## src/rtl/prmc_defs.svh

```systemverilog
// Purpose: constants for the power reduction mode controller
// Assumes: one 50 MHz clock
// Notes: encodings of the protected instruction words are arbitrary
`ifndef PRMC_DEFS_SVH
`define PRMC_DEFS_SVH
`define PRMC_IDLE_OPCODE 32'h87788778
`define PRMC_POWER_DOWN_INSTRUCTION_OPCODE 32'h97689768
`define PRMC_LEVEL_W 4
`define PRMC_LEVEL_ZERO 4'h0
`endif

```

## src/rtl/prmc_pkg.sv

```systemverilog
// Purpose: types for the power reduction mode controller
// Assumes: prmc_defs.svh constants
// Notes: none
package prmc_pkg;
    typedef enum logic [2:0] {
        prmc_run = 3'b000,
        prmc_idle_wait = 3'b001,
        prmc_idle = 3'b010,
        prmc_event_xfer = 3'b011,
        prmc_down_wait = 3'b100,
        prmc_down = 3'b101
    } prmc_state_type;
    typedef enum logic [1:0] {
        prmc_cmd_none = 2'b00,
        prmc_cmd_idle = 2'b01,
        prmc_cmd_down = 2'b10
    } prmc_cmd_type;
endpackage

```

## src/rtl/prmc_ctrl.sv

```systemverilog
// Purpose: Idle and Power Down sequencing
// Assumes: irq_pending only covers sources enabled before entry
// Notes: reset input is the hardware reset, active high
//
// Operation
// Idle after instruction and predecessor complete
// Idle instruction is protected 32-bit word
// Idle halts CPU only, peripherals run
// Finish pending external bus actions first; code does not wait, bus_busy refuses entry back to prmc_run
// Refuse entry if ready unused last access
// Any reset or enabled request ends Idle
// Serviceable interrupt: service, resume after Idle
// Unserviceable interrupt: resume immediately, no Idle
// Serviceable event transfer: transfer, stay Idle
// Unserviceable event transfer ends Idle
// NMI falling edge ends Idle, enters trap
// Level zero wakes without vector fetch
// Watchdog overflow in Idle gives reset
// Power Down stops all clocking, RAM kept
// Only hardware reset leaves Power Down
// Power down instruction protected 32-bit word
// Power down only with NMI pin low
// Power Down after instruction completes
// Halt and clock gate separate outputs
`include "prmc_defs.svh"
module prmc_ctrl (
    input wire logic clock,
    input wire logic reset,
    input wire logic [31:0] instr_word,
    input wire logic instr_valid,
    input wire logic prev_instr_done,
    input wire logic bus_busy,
    input wire logic ready_enabled,
    input wire logic ready_seen_low,
    input wire logic irq_pending,
    input wire logic irq_is_event_xfer,
    input wire logic [3:0] irq_level,
    input wire logic [3:0] cpu_level,
    input wire logic global_interrupt_enable,
    input wire logic nmi_pin,
    input wire logic watchdog_overflow,
    input wire logic xfer_done,
    output logic cpu_halt,
    output logic periph_clock_gate,
    output logic resume_pulse,
    output logic service_irq,
    output logic fetch_vector,
    output logic start_event_xfer,
    output logic nmi_trap,
    output logic internal_reset,
    output logic idle_active,
    output logic down_active
);
    import prmc_pkg::*;

    // ----------------------------------------
    // Decode and wake classification
    // ----------------------------------------
    prmc_cmd_type cmd;
    logic serviceable;
    logic vector_ok;
    prmc_state_type state_q;
    prmc_state_type state_d;
    logic nmi_q;
    logic nmi_fall;
    logic entry_ok;

    prmc_decode u_decode (
        .instr_word(instr_word),
        .instr_valid(instr_valid),
        .cmd(cmd)
    );

    prmc_wake u_wake (
        .irq_pending(irq_pending),
        .irq_is_event_xfer(irq_is_event_xfer),
        .irq_level(irq_level),
        .cpu_level(cpu_level),
        .global_interrupt_enable(global_interrupt_enable),
        .serviceable(serviceable),
        .vector_fetch(vector_ok)
    );

    // ----------------------------------------
    // NMI edge detection
    // ----------------------------------------
    always_ff @(posedge clock) begin
        if (reset) begin
            nmi_q <= 1'b1;
        end else begin
            nmi_q <= nmi_pin;
        end
    end

    assign nmi_fall = nmi_q && !nmi_pin;

    // Bus idle and ready handshake used before entry
    assign entry_ok = !bus_busy
        && !(ready_enabled && !ready_seen_low);

    // ----------------------------------------
    // State machine
    // ----------------------------------------
    always_comb begin
        state_d = state_q;
        case (state_q)
            prmc_run: begin
                if (cmd == prmc_cmd_idle) begin
                    state_d = prmc_idle_wait;
                end else if (cmd == prmc_cmd_down && !nmi_pin) begin
                    state_d = prmc_down_wait;
                end
            end
            prmc_idle_wait: begin
                if (!entry_ok) begin
                    state_d = prmc_run;
                end else if (prev_instr_done) begin
                    state_d = prmc_idle;
                end
            end
            prmc_idle: begin
                if (watchdog_overflow) begin
                    state_d = prmc_run;
                end else if (nmi_fall) begin
                    state_d = prmc_run;
                end else if (irq_pending) begin
                    if (irq_is_event_xfer && serviceable) begin
                        state_d = prmc_event_xfer;
                    end else begin
                        state_d = prmc_run; // see R6 see R8
                    end
                end
            end
            prmc_event_xfer: begin
                if (xfer_done) begin
                    state_d = prmc_idle;
                end
            end
            prmc_down_wait: begin
                if (!entry_ok) begin
                    state_d = prmc_run;
                end else if (prev_instr_done) begin
                    state_d = prmc_down;
                end
            end
            prmc_down: begin
                state_d = prmc_down;
            end
            default: begin
                state_d = prmc_run;
            end
        endcase
    end

    always_ff @(posedge clock) begin
        if (reset) begin
            state_q <= prmc_run; // see R6
        end else begin
            state_q <= state_d;
        end
    end

    // ----------------------------------------
    // Event outputs
    // ----------------------------------------
    always_ff @(posedge clock) begin
        if (reset) begin
            resume_pulse <= 1'b0;
            service_irq <= 1'b0;
            fetch_vector <= 1'b0;
            start_event_xfer <= 1'b0;
            nmi_trap <= 1'b0;
            internal_reset <= 1'b0;
        end else begin
            resume_pulse <= 1'b0;
            service_irq <= 1'b0;
            fetch_vector <= 1'b0;
            start_event_xfer <= 1'b0;
            nmi_trap <= 1'b0;
            internal_reset <= 1'b0;
            if (state_q == prmc_idle) begin
                if (watchdog_overflow) begin
                    internal_reset <= 1'b1;
                end else if (nmi_fall) begin
                    nmi_trap <= 1'b1;
                    resume_pulse <= 1'b1;
                end else if (irq_pending) begin
                    if (irq_is_event_xfer && serviceable) begin
                        start_event_xfer <= 1'b1;
                    end else begin
                        resume_pulse <= 1'b1; // see R8
                        service_irq <= serviceable && !irq_is_event_xfer;
                        fetch_vector <= vector_ok; // see R7
                    end
                end
            end
        end
    end

    // ----------------------------------------
    // Halt and clock gate
    // ----------------------------------------
    always_comb begin
        idle_active = (state_q == prmc_idle)
            || (state_q == prmc_event_xfer);
        down_active = (state_q == prmc_down);
        cpu_halt = idle_active || down_active;
        periph_clock_gate = down_active; // see R14
    end

    // ----------------------------------------
    // Checks
    // ----------------------------------------
    idle_needs_bus_a: assert property (@(posedge clock) disable iff (reset)
        (state_q == prmc_idle_wait && state_d == prmc_idle) |-> !bus_busy)
        else $error("idle entered with bus busy");

    ready_refuse_a: assert property (@(posedge clock) disable iff (reset)
        (state_q == prmc_idle_wait && ready_enabled && !ready_seen_low)
        |=> state_q == prmc_run)
        else $error("entry not refused without ready");

    down_needs_nmi_a: assert property (@(posedge clock) disable iff (reset)
        (state_q == prmc_run && cmd == prmc_cmd_down && nmi_pin)
        |=> state_q == prmc_run)
        else $error("power down without nmi low");

    down_sticky_a: assert property (@(posedge clock) disable iff (reset)
        down_active |=> down_active && periph_clock_gate)
        else $error("power down left without reset");

    idle_gate_off_a: assert property (@(posedge clock) disable iff (reset)
        idle_active |-> cpu_halt && !periph_clock_gate)
        else $error("idle gated peripherals");

    nmi_trap_a: assert property (@(posedge clock) disable iff (reset)
        (state_q == prmc_idle && nmi_fall && !watchdog_overflow)
        |=> nmi_trap && state_q == prmc_run)
        else $error("nmi did not end idle");

    wdt_reset_a: assert property (@(posedge clock) disable iff (reset)
        (state_q == prmc_idle && watchdog_overflow) |=> internal_reset)
        else $error("watchdog overflow missed");

    xfer_stay_a: assert property (@(posedge clock) disable iff (reset)
        (state_q == prmc_event_xfer && xfer_done) |=> state_q == prmc_idle)
        else $error("not back in idle after transfer");

    lvl0_no_vec_a: assert property (@(posedge clock) disable iff (reset)
        (state_q == prmc_idle && irq_pending && irq_level == `PRMC_LEVEL_ZERO
        && !nmi_fall && !watchdog_overflow)
        |=> !fetch_vector && resume_pulse)
        else $error("level zero fetched vector");

    low_prio_a: assert property (@(posedge clock) disable iff (reset)
        (state_q == prmc_idle && irq_pending && !serviceable
        && !nmi_fall && !watchdog_overflow)
        |=> state_q == prmc_run ##1 !idle_active)
        else $error("unserviceable request kept idle");

    idle_cmd_a: assert property (
        @(posedge clock) disable iff (reset)
        (state_q == prmc_run && instr_valid
        && instr_word == `PRMC_IDLE_OPCODE) |=> state_q == prmc_idle_wait)
        else $error("idle instruction not taken");

    bad_word_a: assert property ( // see R2
        @(posedge clock) disable iff (reset)
        (state_q == prmc_run && instr_word != `PRMC_IDLE_OPCODE
        && instr_word != `PRMC_POWER_DOWN_INSTRUCTION_OPCODE) |=> state_q == prmc_run)
        else $error("unprotected word left run");

    idle_entry_a: assert property (
        @(posedge clock) disable iff (reset)
        (state_q == prmc_idle_wait && entry_ok && prev_instr_done)
        |=> state_q == prmc_idle)
        else $error("idle not entered");

    wait_hold_a: assert property (
        @(posedge clock) disable iff (reset)
        (state_q == prmc_idle_wait && entry_ok && !prev_instr_done)
        |=> state_q == prmc_idle_wait && !cpu_halt)
        else $error("idle before predecessor done");

    down_cmd_a: assert property (
        @(posedge clock) disable iff (reset)
        (state_q == prmc_run && instr_valid && !nmi_pin
        && instr_word == `PRMC_POWER_DOWN_INSTRUCTION_OPCODE) |=> state_q == prmc_down_wait)
        else $error("power down instruction not taken");

    down_refuse_a: assert property ( // see R4
        @(posedge clock) disable iff (reset)
        (state_q == prmc_down_wait && !entry_ok) |=> state_q == prmc_run)
        else $error("power down not refused");

    down_entry_a: assert property (
        @(posedge clock) disable iff (reset)
        (state_q == prmc_down_wait && entry_ok && prev_instr_done)
        |=> down_active)
        else $error("power down not entered");

    down_early_a: assert property (
        @(posedge clock) disable iff (reset)
        (state_q == prmc_down_wait && !prev_instr_done) |=> !down_active)
        else $error("power down before completion");

    serv_irq_a: assert property (
        @(posedge clock) disable iff (reset)
        (state_q == prmc_idle && irq_pending && !irq_is_event_xfer
        && serviceable && !nmi_fall && !watchdog_overflow)
        |=> service_irq && resume_pulse && state_q == prmc_run)
        else $error("serviceable interrupt not serviced");

    xfer_start_a: assert property (
        @(posedge clock) disable iff (reset)
        (state_q == prmc_idle && irq_pending && irq_is_event_xfer
        && serviceable && !nmi_fall && !watchdog_overflow)
        |=> start_event_xfer && idle_active && !resume_pulse)
        else $error("event transfer not started");

    xfer_halt_a: assert property (
        @(posedge clock) disable iff (reset)
        state_q == prmc_event_xfer |-> cpu_halt && !periph_clock_gate)
        else $error("cpu ran during transfer");

    down_gate_a: assert property (
        @(posedge clock) disable iff (reset)
        down_active |-> cpu_halt && periph_clock_gate)
        else $error("power down left clocks running");

    gate_only_down_a: assert property (
        @(posedge clock) disable iff (reset)
        periph_clock_gate |-> down_active)
        else $error("clock gated outside power down");

    down_quiet_a: assert property (
        @(posedge clock) disable iff (reset)
        down_active |=> !resume_pulse && !internal_reset && !nmi_trap)
        else $error("wake event in power down");

    reset_run_a: assert property ( // see R6
        @(posedge clock)
        reset |=> state_q == prmc_run && !cpu_halt)
        else $error("reset did not return to run");
endmodule

```

## src/rtl/prmc_decode.sv

```systemverilog
// Purpose: recognises the protected power instructions
// Assumes: the full 32-bit word must match
// Notes: a partial match yields no command
`include "prmc_defs.svh"
module prmc_decode (
    input wire logic [31:0] instr_word,
    input wire logic instr_valid,
    output prmc_pkg::prmc_cmd_type cmd
);
    import prmc_pkg::*;
    always_comb begin
        cmd = prmc_cmd_none;
        if (instr_valid && instr_word == `PRMC_IDLE_OPCODE) begin
            cmd = prmc_cmd_idle;
        end else if (instr_valid && instr_word == `PRMC_POWER_DOWN_INSTRUCTION_OPCODE) begin
            cmd = prmc_cmd_down;
        end
    end
endmodule

```

## src/rtl/prmc_wake.sv

```systemverilog
// Purpose: classifies a wake request while in Idle
// Assumes: inputs synchronous to clock
// Notes: serviceable means level above CPU level and global enable
`include "prmc_defs.svh"
module prmc_wake (
    input wire logic irq_pending,
    input wire logic irq_is_event_xfer,
    input wire logic [3:0] irq_level,
    input wire logic [3:0] cpu_level,
    input wire logic global_interrupt_enable,
    output logic serviceable,
    output logic vector_fetch
);
    always_comb begin
        serviceable = irq_pending && global_interrupt_enable
            && (irq_level > cpu_level); // see R7
        // Level zero wakes but never fetches a vector
        vector_fetch = serviceable && !irq_is_event_xfer
            && (irq_level != `PRMC_LEVEL_ZERO);
    end
endmodule

```

## config.mk

```make
export PLATFORM = sky130hd
export DESIGN_NAME = prmc_ctrl
export DESIGN_NICKNAME = d
export VERILOG_FILES = /design/src/rtl/prmc_pkg.sv /design/src/rtl/prmc_ctrl.sv /design/src/rtl/prmc_decode.sv /design/src/rtl/prmc_wake.sv
export VERILOG_INCLUDE_DIRS = /design/src /design/src/rtl
export SDC_FILE = /design/constraint.sdc
export NUM_CORES = 1
export LEC_CHECK = 0
export ABC_AREA = 1
export BUFFER_PORTS_ARGS = -buffer_cell sky130_fd_sc_hd__buf_4
export CAP_MARGIN = 10
export CORE_UTILIZATION = 41
export DETAILED_ROUTE_END_ITERATION = 8
export PLACE_DENSITY = 0.76
export SLEW_MARGIN = 20
export SYNTH_ARGS = -nofsm -noshare
export SYNTH_HDL_FRONTEND = slang
export SYNTH_SLANG_ARGS = --single-unit
```

## constraint.sdc

```tcl
create_clock -name clock -period 1.7 [get_ports clock]
set_input_delay 0.34 -clock clock [delete_from_list [all_inputs] [get_ports clock]]
set_output_delay 0.34 -clock clock [all_outputs]
set_load 0.1 [all_outputs]
```

==> results.toml <==
[finish]
syn2layout_area_growth_pct = 59.73
drive_gt1_share_pct = 37.99
n_antenna_cell = 0
layout.nets = 287
design_area_um2 = 1489

[grt]
antenna_found_initial = 0
grt_max_degree = 7
grt_pass1_vias = 1102
overflow = 0
grt_pass1_wl_mm = 4.209
track_usage_pct = 21.48

[clocking]
clk_latency_ns = 0.27
clock-root-buffer = "clkbuf_4"
cts_hold_buf = 0
numCtsBuffers = 3
clk_pin_slew_ns = 0.07
clkSinkCount = 10
cts-resized-gates = 0
ctsHtreeMaxLevel = 1
cts_setup_buffers = 0
cts_tree = "yes"
clk_path_buf_depth = 2

[min_path]
min_path_cells = 2
hold_path_class = "in2reg"
hold_path_end = "fetch_vector$_SDFF_PP0_"
min_from = "irq_is_event_xfer"

[outcome]
status = "complete, no violations"

[sta]
setup_ws_ns = 0.09759
fin_crit_ns = 1.602
hold_viol = 0
rsz0062_at_grt = "false"
final-setup-viol-count = 0
relSlewSlack_pct = 77.87
tns_ns = 0
min_period_over_period_pct = 94.26
timing.fmax_mhz = 624.1
worstMarginPinSlew_ns = 0.3289
slew_viol_final = 0
finClkSkew_ns = 0.002225

[routing]
postRouteAntennaNets = 0
avgViaCountPerCell = 4.594
drc = 0
routed_wl_mm = 2.461
drt_pass1_iterations = 4
via_count = 1176
wl_per_cell_um = 9.613
drtIter0Drc = 22

[logic_synthesis]
seq_area_frac_synth_pct = 21.48
syn_nets = 221
synth-seq-cells = 10
syn_area_per_cell_um2 = 5.684
synth_cells = 164
ys_warn_count = 0
ys_types = 23
syn_area_um2 = 932.1

[critical_path]
reg2reg_from = "state_q[0]$_SDFFE_PP0P_"
cp.arrival_ns = 1.26
timing.rr.end = "fetch_vector$_SDFF_PP0_"
worstSetupPathType = "reg2out"
r2r_setup_slack_ns = 0.39
endpoint_kind = "output port"
crit_required_ns = 1.36
rr_worst_depth = 7
slowest_stage = "dfxtp_2"
start_kind = "flop"
crit_chain = "inv_2 -> nor3_4 -> or2_4 -> buf_6"
critPathMaxStageDelay_ns = 0.34
critPathMaxFanout = 5

[pwr]
p_per_area_nw_per_um2 = 422.7
vdd_drop_max_v = 0.0003837
p_leak_nw = 0.8189

[place]
place.gp.congestion = 0.8590
dp_slack_ns = 0.09412
port_buffers = 62
hpwl_mm = 2.136
dpl_cell_area_um2 = 1449

[floorplan]
num_rows = 16
initial_utilization_pct = 45.65
die_w_um = 49.68
ios = 63
die_area_um2 = 2468
die_h_um = 49.68
core_area_um2 = 2042

[flow_run]
cap_violations = 0
[cells in the mapped netlist (all sizes together)]
| master | count | area share (%) |
|---|---|---|
| a21oi | 6 | 4.8 |
| nand3 | 11 | 7.0 |
| nor2 | 30 | 12 |
| nand2 | 46 | 19 |
| nand3b | 1 | 0.81 |
| nor3 | 10 | 7.0 |
| or2 | 2 | 1.3 |
| inv | 35 | 14 |
| o21ai | 3 | 1.6 |
| buf | 1 | 0.81 |
| nand4 | 4 | 3.4 |
| nor4 | 1 | 0.67 |
| dfxtp | 10 | 21 |
| ha | 4 | 5.4 |
[worst max-delay path, delay by kind of cell (launching register included)]
family,cells,cell delay [ns]
DFF,1,0.34
and+or+nand+nor,2,0.38
buffers and inverters,2,0.28
[per-stage QoR]
stage	util, %	power, mW	std cells	hold slack [ns]
after global placement	70.96	0.4048	252	0.4714
after global routing	72.92	0.6629	256	0.2506
after CTS	72.73	0.6354	256	0.2462
after detailed placement	70.96	0.4109	252	0.4764
final	72.92	0.6294	256	0.2534
after floorplan	-	0.2987	164	0.3951
[power by group]
group | internal (mW) | switching [mW]
logic | 0.100 | 0.0716
clock network | 0.130 | 0.0929
registers | 0.234 | 0.000457
[worst max-delay path by stage]
stage | cells past startpoint | start | endpoint | slack [ns]
CTS | 4 | state_q[2]$_SDFFE_PP0P_ | cpu_halt | 0.02
detailed placement | 9 | irq_level[3] | state_q[0]$_SDFFE_PP0P_ | 0.09
finish | 4 | state_q[0]$_SDFFE_PP0P_ | cpu_halt | 0.1
global route | 4 | state_q[0]$_SDFFE_PP0P_ | cpu_halt | 0.04
floorplan | 3 | state_q[0]$_SDFFE_PP0P_ | cpu_halt | -0.31
global placement | 9 | irq_level[3] | state_q[0]$_SDFFE_PP0P_ | 0.14
[cell type report]
| class | instances | area, µm² |
|---|---|---|
| clock buffers | 4 | 36.28 |
| inverters | 35 | 133.9 |
| well taps | 27 | 33.78 |
| flip-flops and latches | 10 | 206.4 |
| repair buffers | 62 | 469.2 |
| fillers | 182 | 553.0 |
| multi-input cells | 118 | 609.3 |
[registers in the layout, summed over array words and instances, names as in the netlist]
name and flops:
resume_pulse 1, fetch_vector 1, nmi_q 1, state_q 3, nmi_trap 1, service_irq 1, start_event_xfer 1, internal_reset 1
[kinds of logic (layout without fill, tap and decap cells)]
group                    Yosys count  in the layout  share of synthesized area [%]
AND/OR/NAND/NOR                  105            105                          51.81
flip-flops                        10             10                          21.48
AO/OA/AOI/OAI                      9              9                          6.443
adder cells (fa/ha/maj)            4              4                          5.369
buffers and inverters             36            101                          14.90
[cell usage in the layout (no fill, tap or decap), types with 2 or more instances in the layout]
| master | count |
|---|---|
| buf_4 | 61 |
| nand2_2 | 3 |
| nand3_1 | 9 |
| a21oi_1 | 4 |
| clkbuf_4 | 3 |
| nand4_1 | 3 |
| nand2_1 | 43 |
| ha_1 | 4 |
| dfxtp_2 | 2 |
| nor2_1 | 28 |
| nor3_1 | 7 |
| dfxtp_1 | 7 |
| inv_2 | 2 |
| o21ai_0 | 2 |
| inv_1 | 32 |
| nand3_2 | 2 |
| nor3_2 | 2 |
[metal layers]
metal / track usage [%] / share of wire (%) / up-vias
li1: - / - / 635
met1: 23.36 / 43 / 496
met2: 39.86 / 50 / 41
met3: 4.938 / 5.1 / 4
met4: 7.619 / 1.2 / 0
met5: 0 / 0 / -
Note: power is estimated with default switching activity, not from simulation.
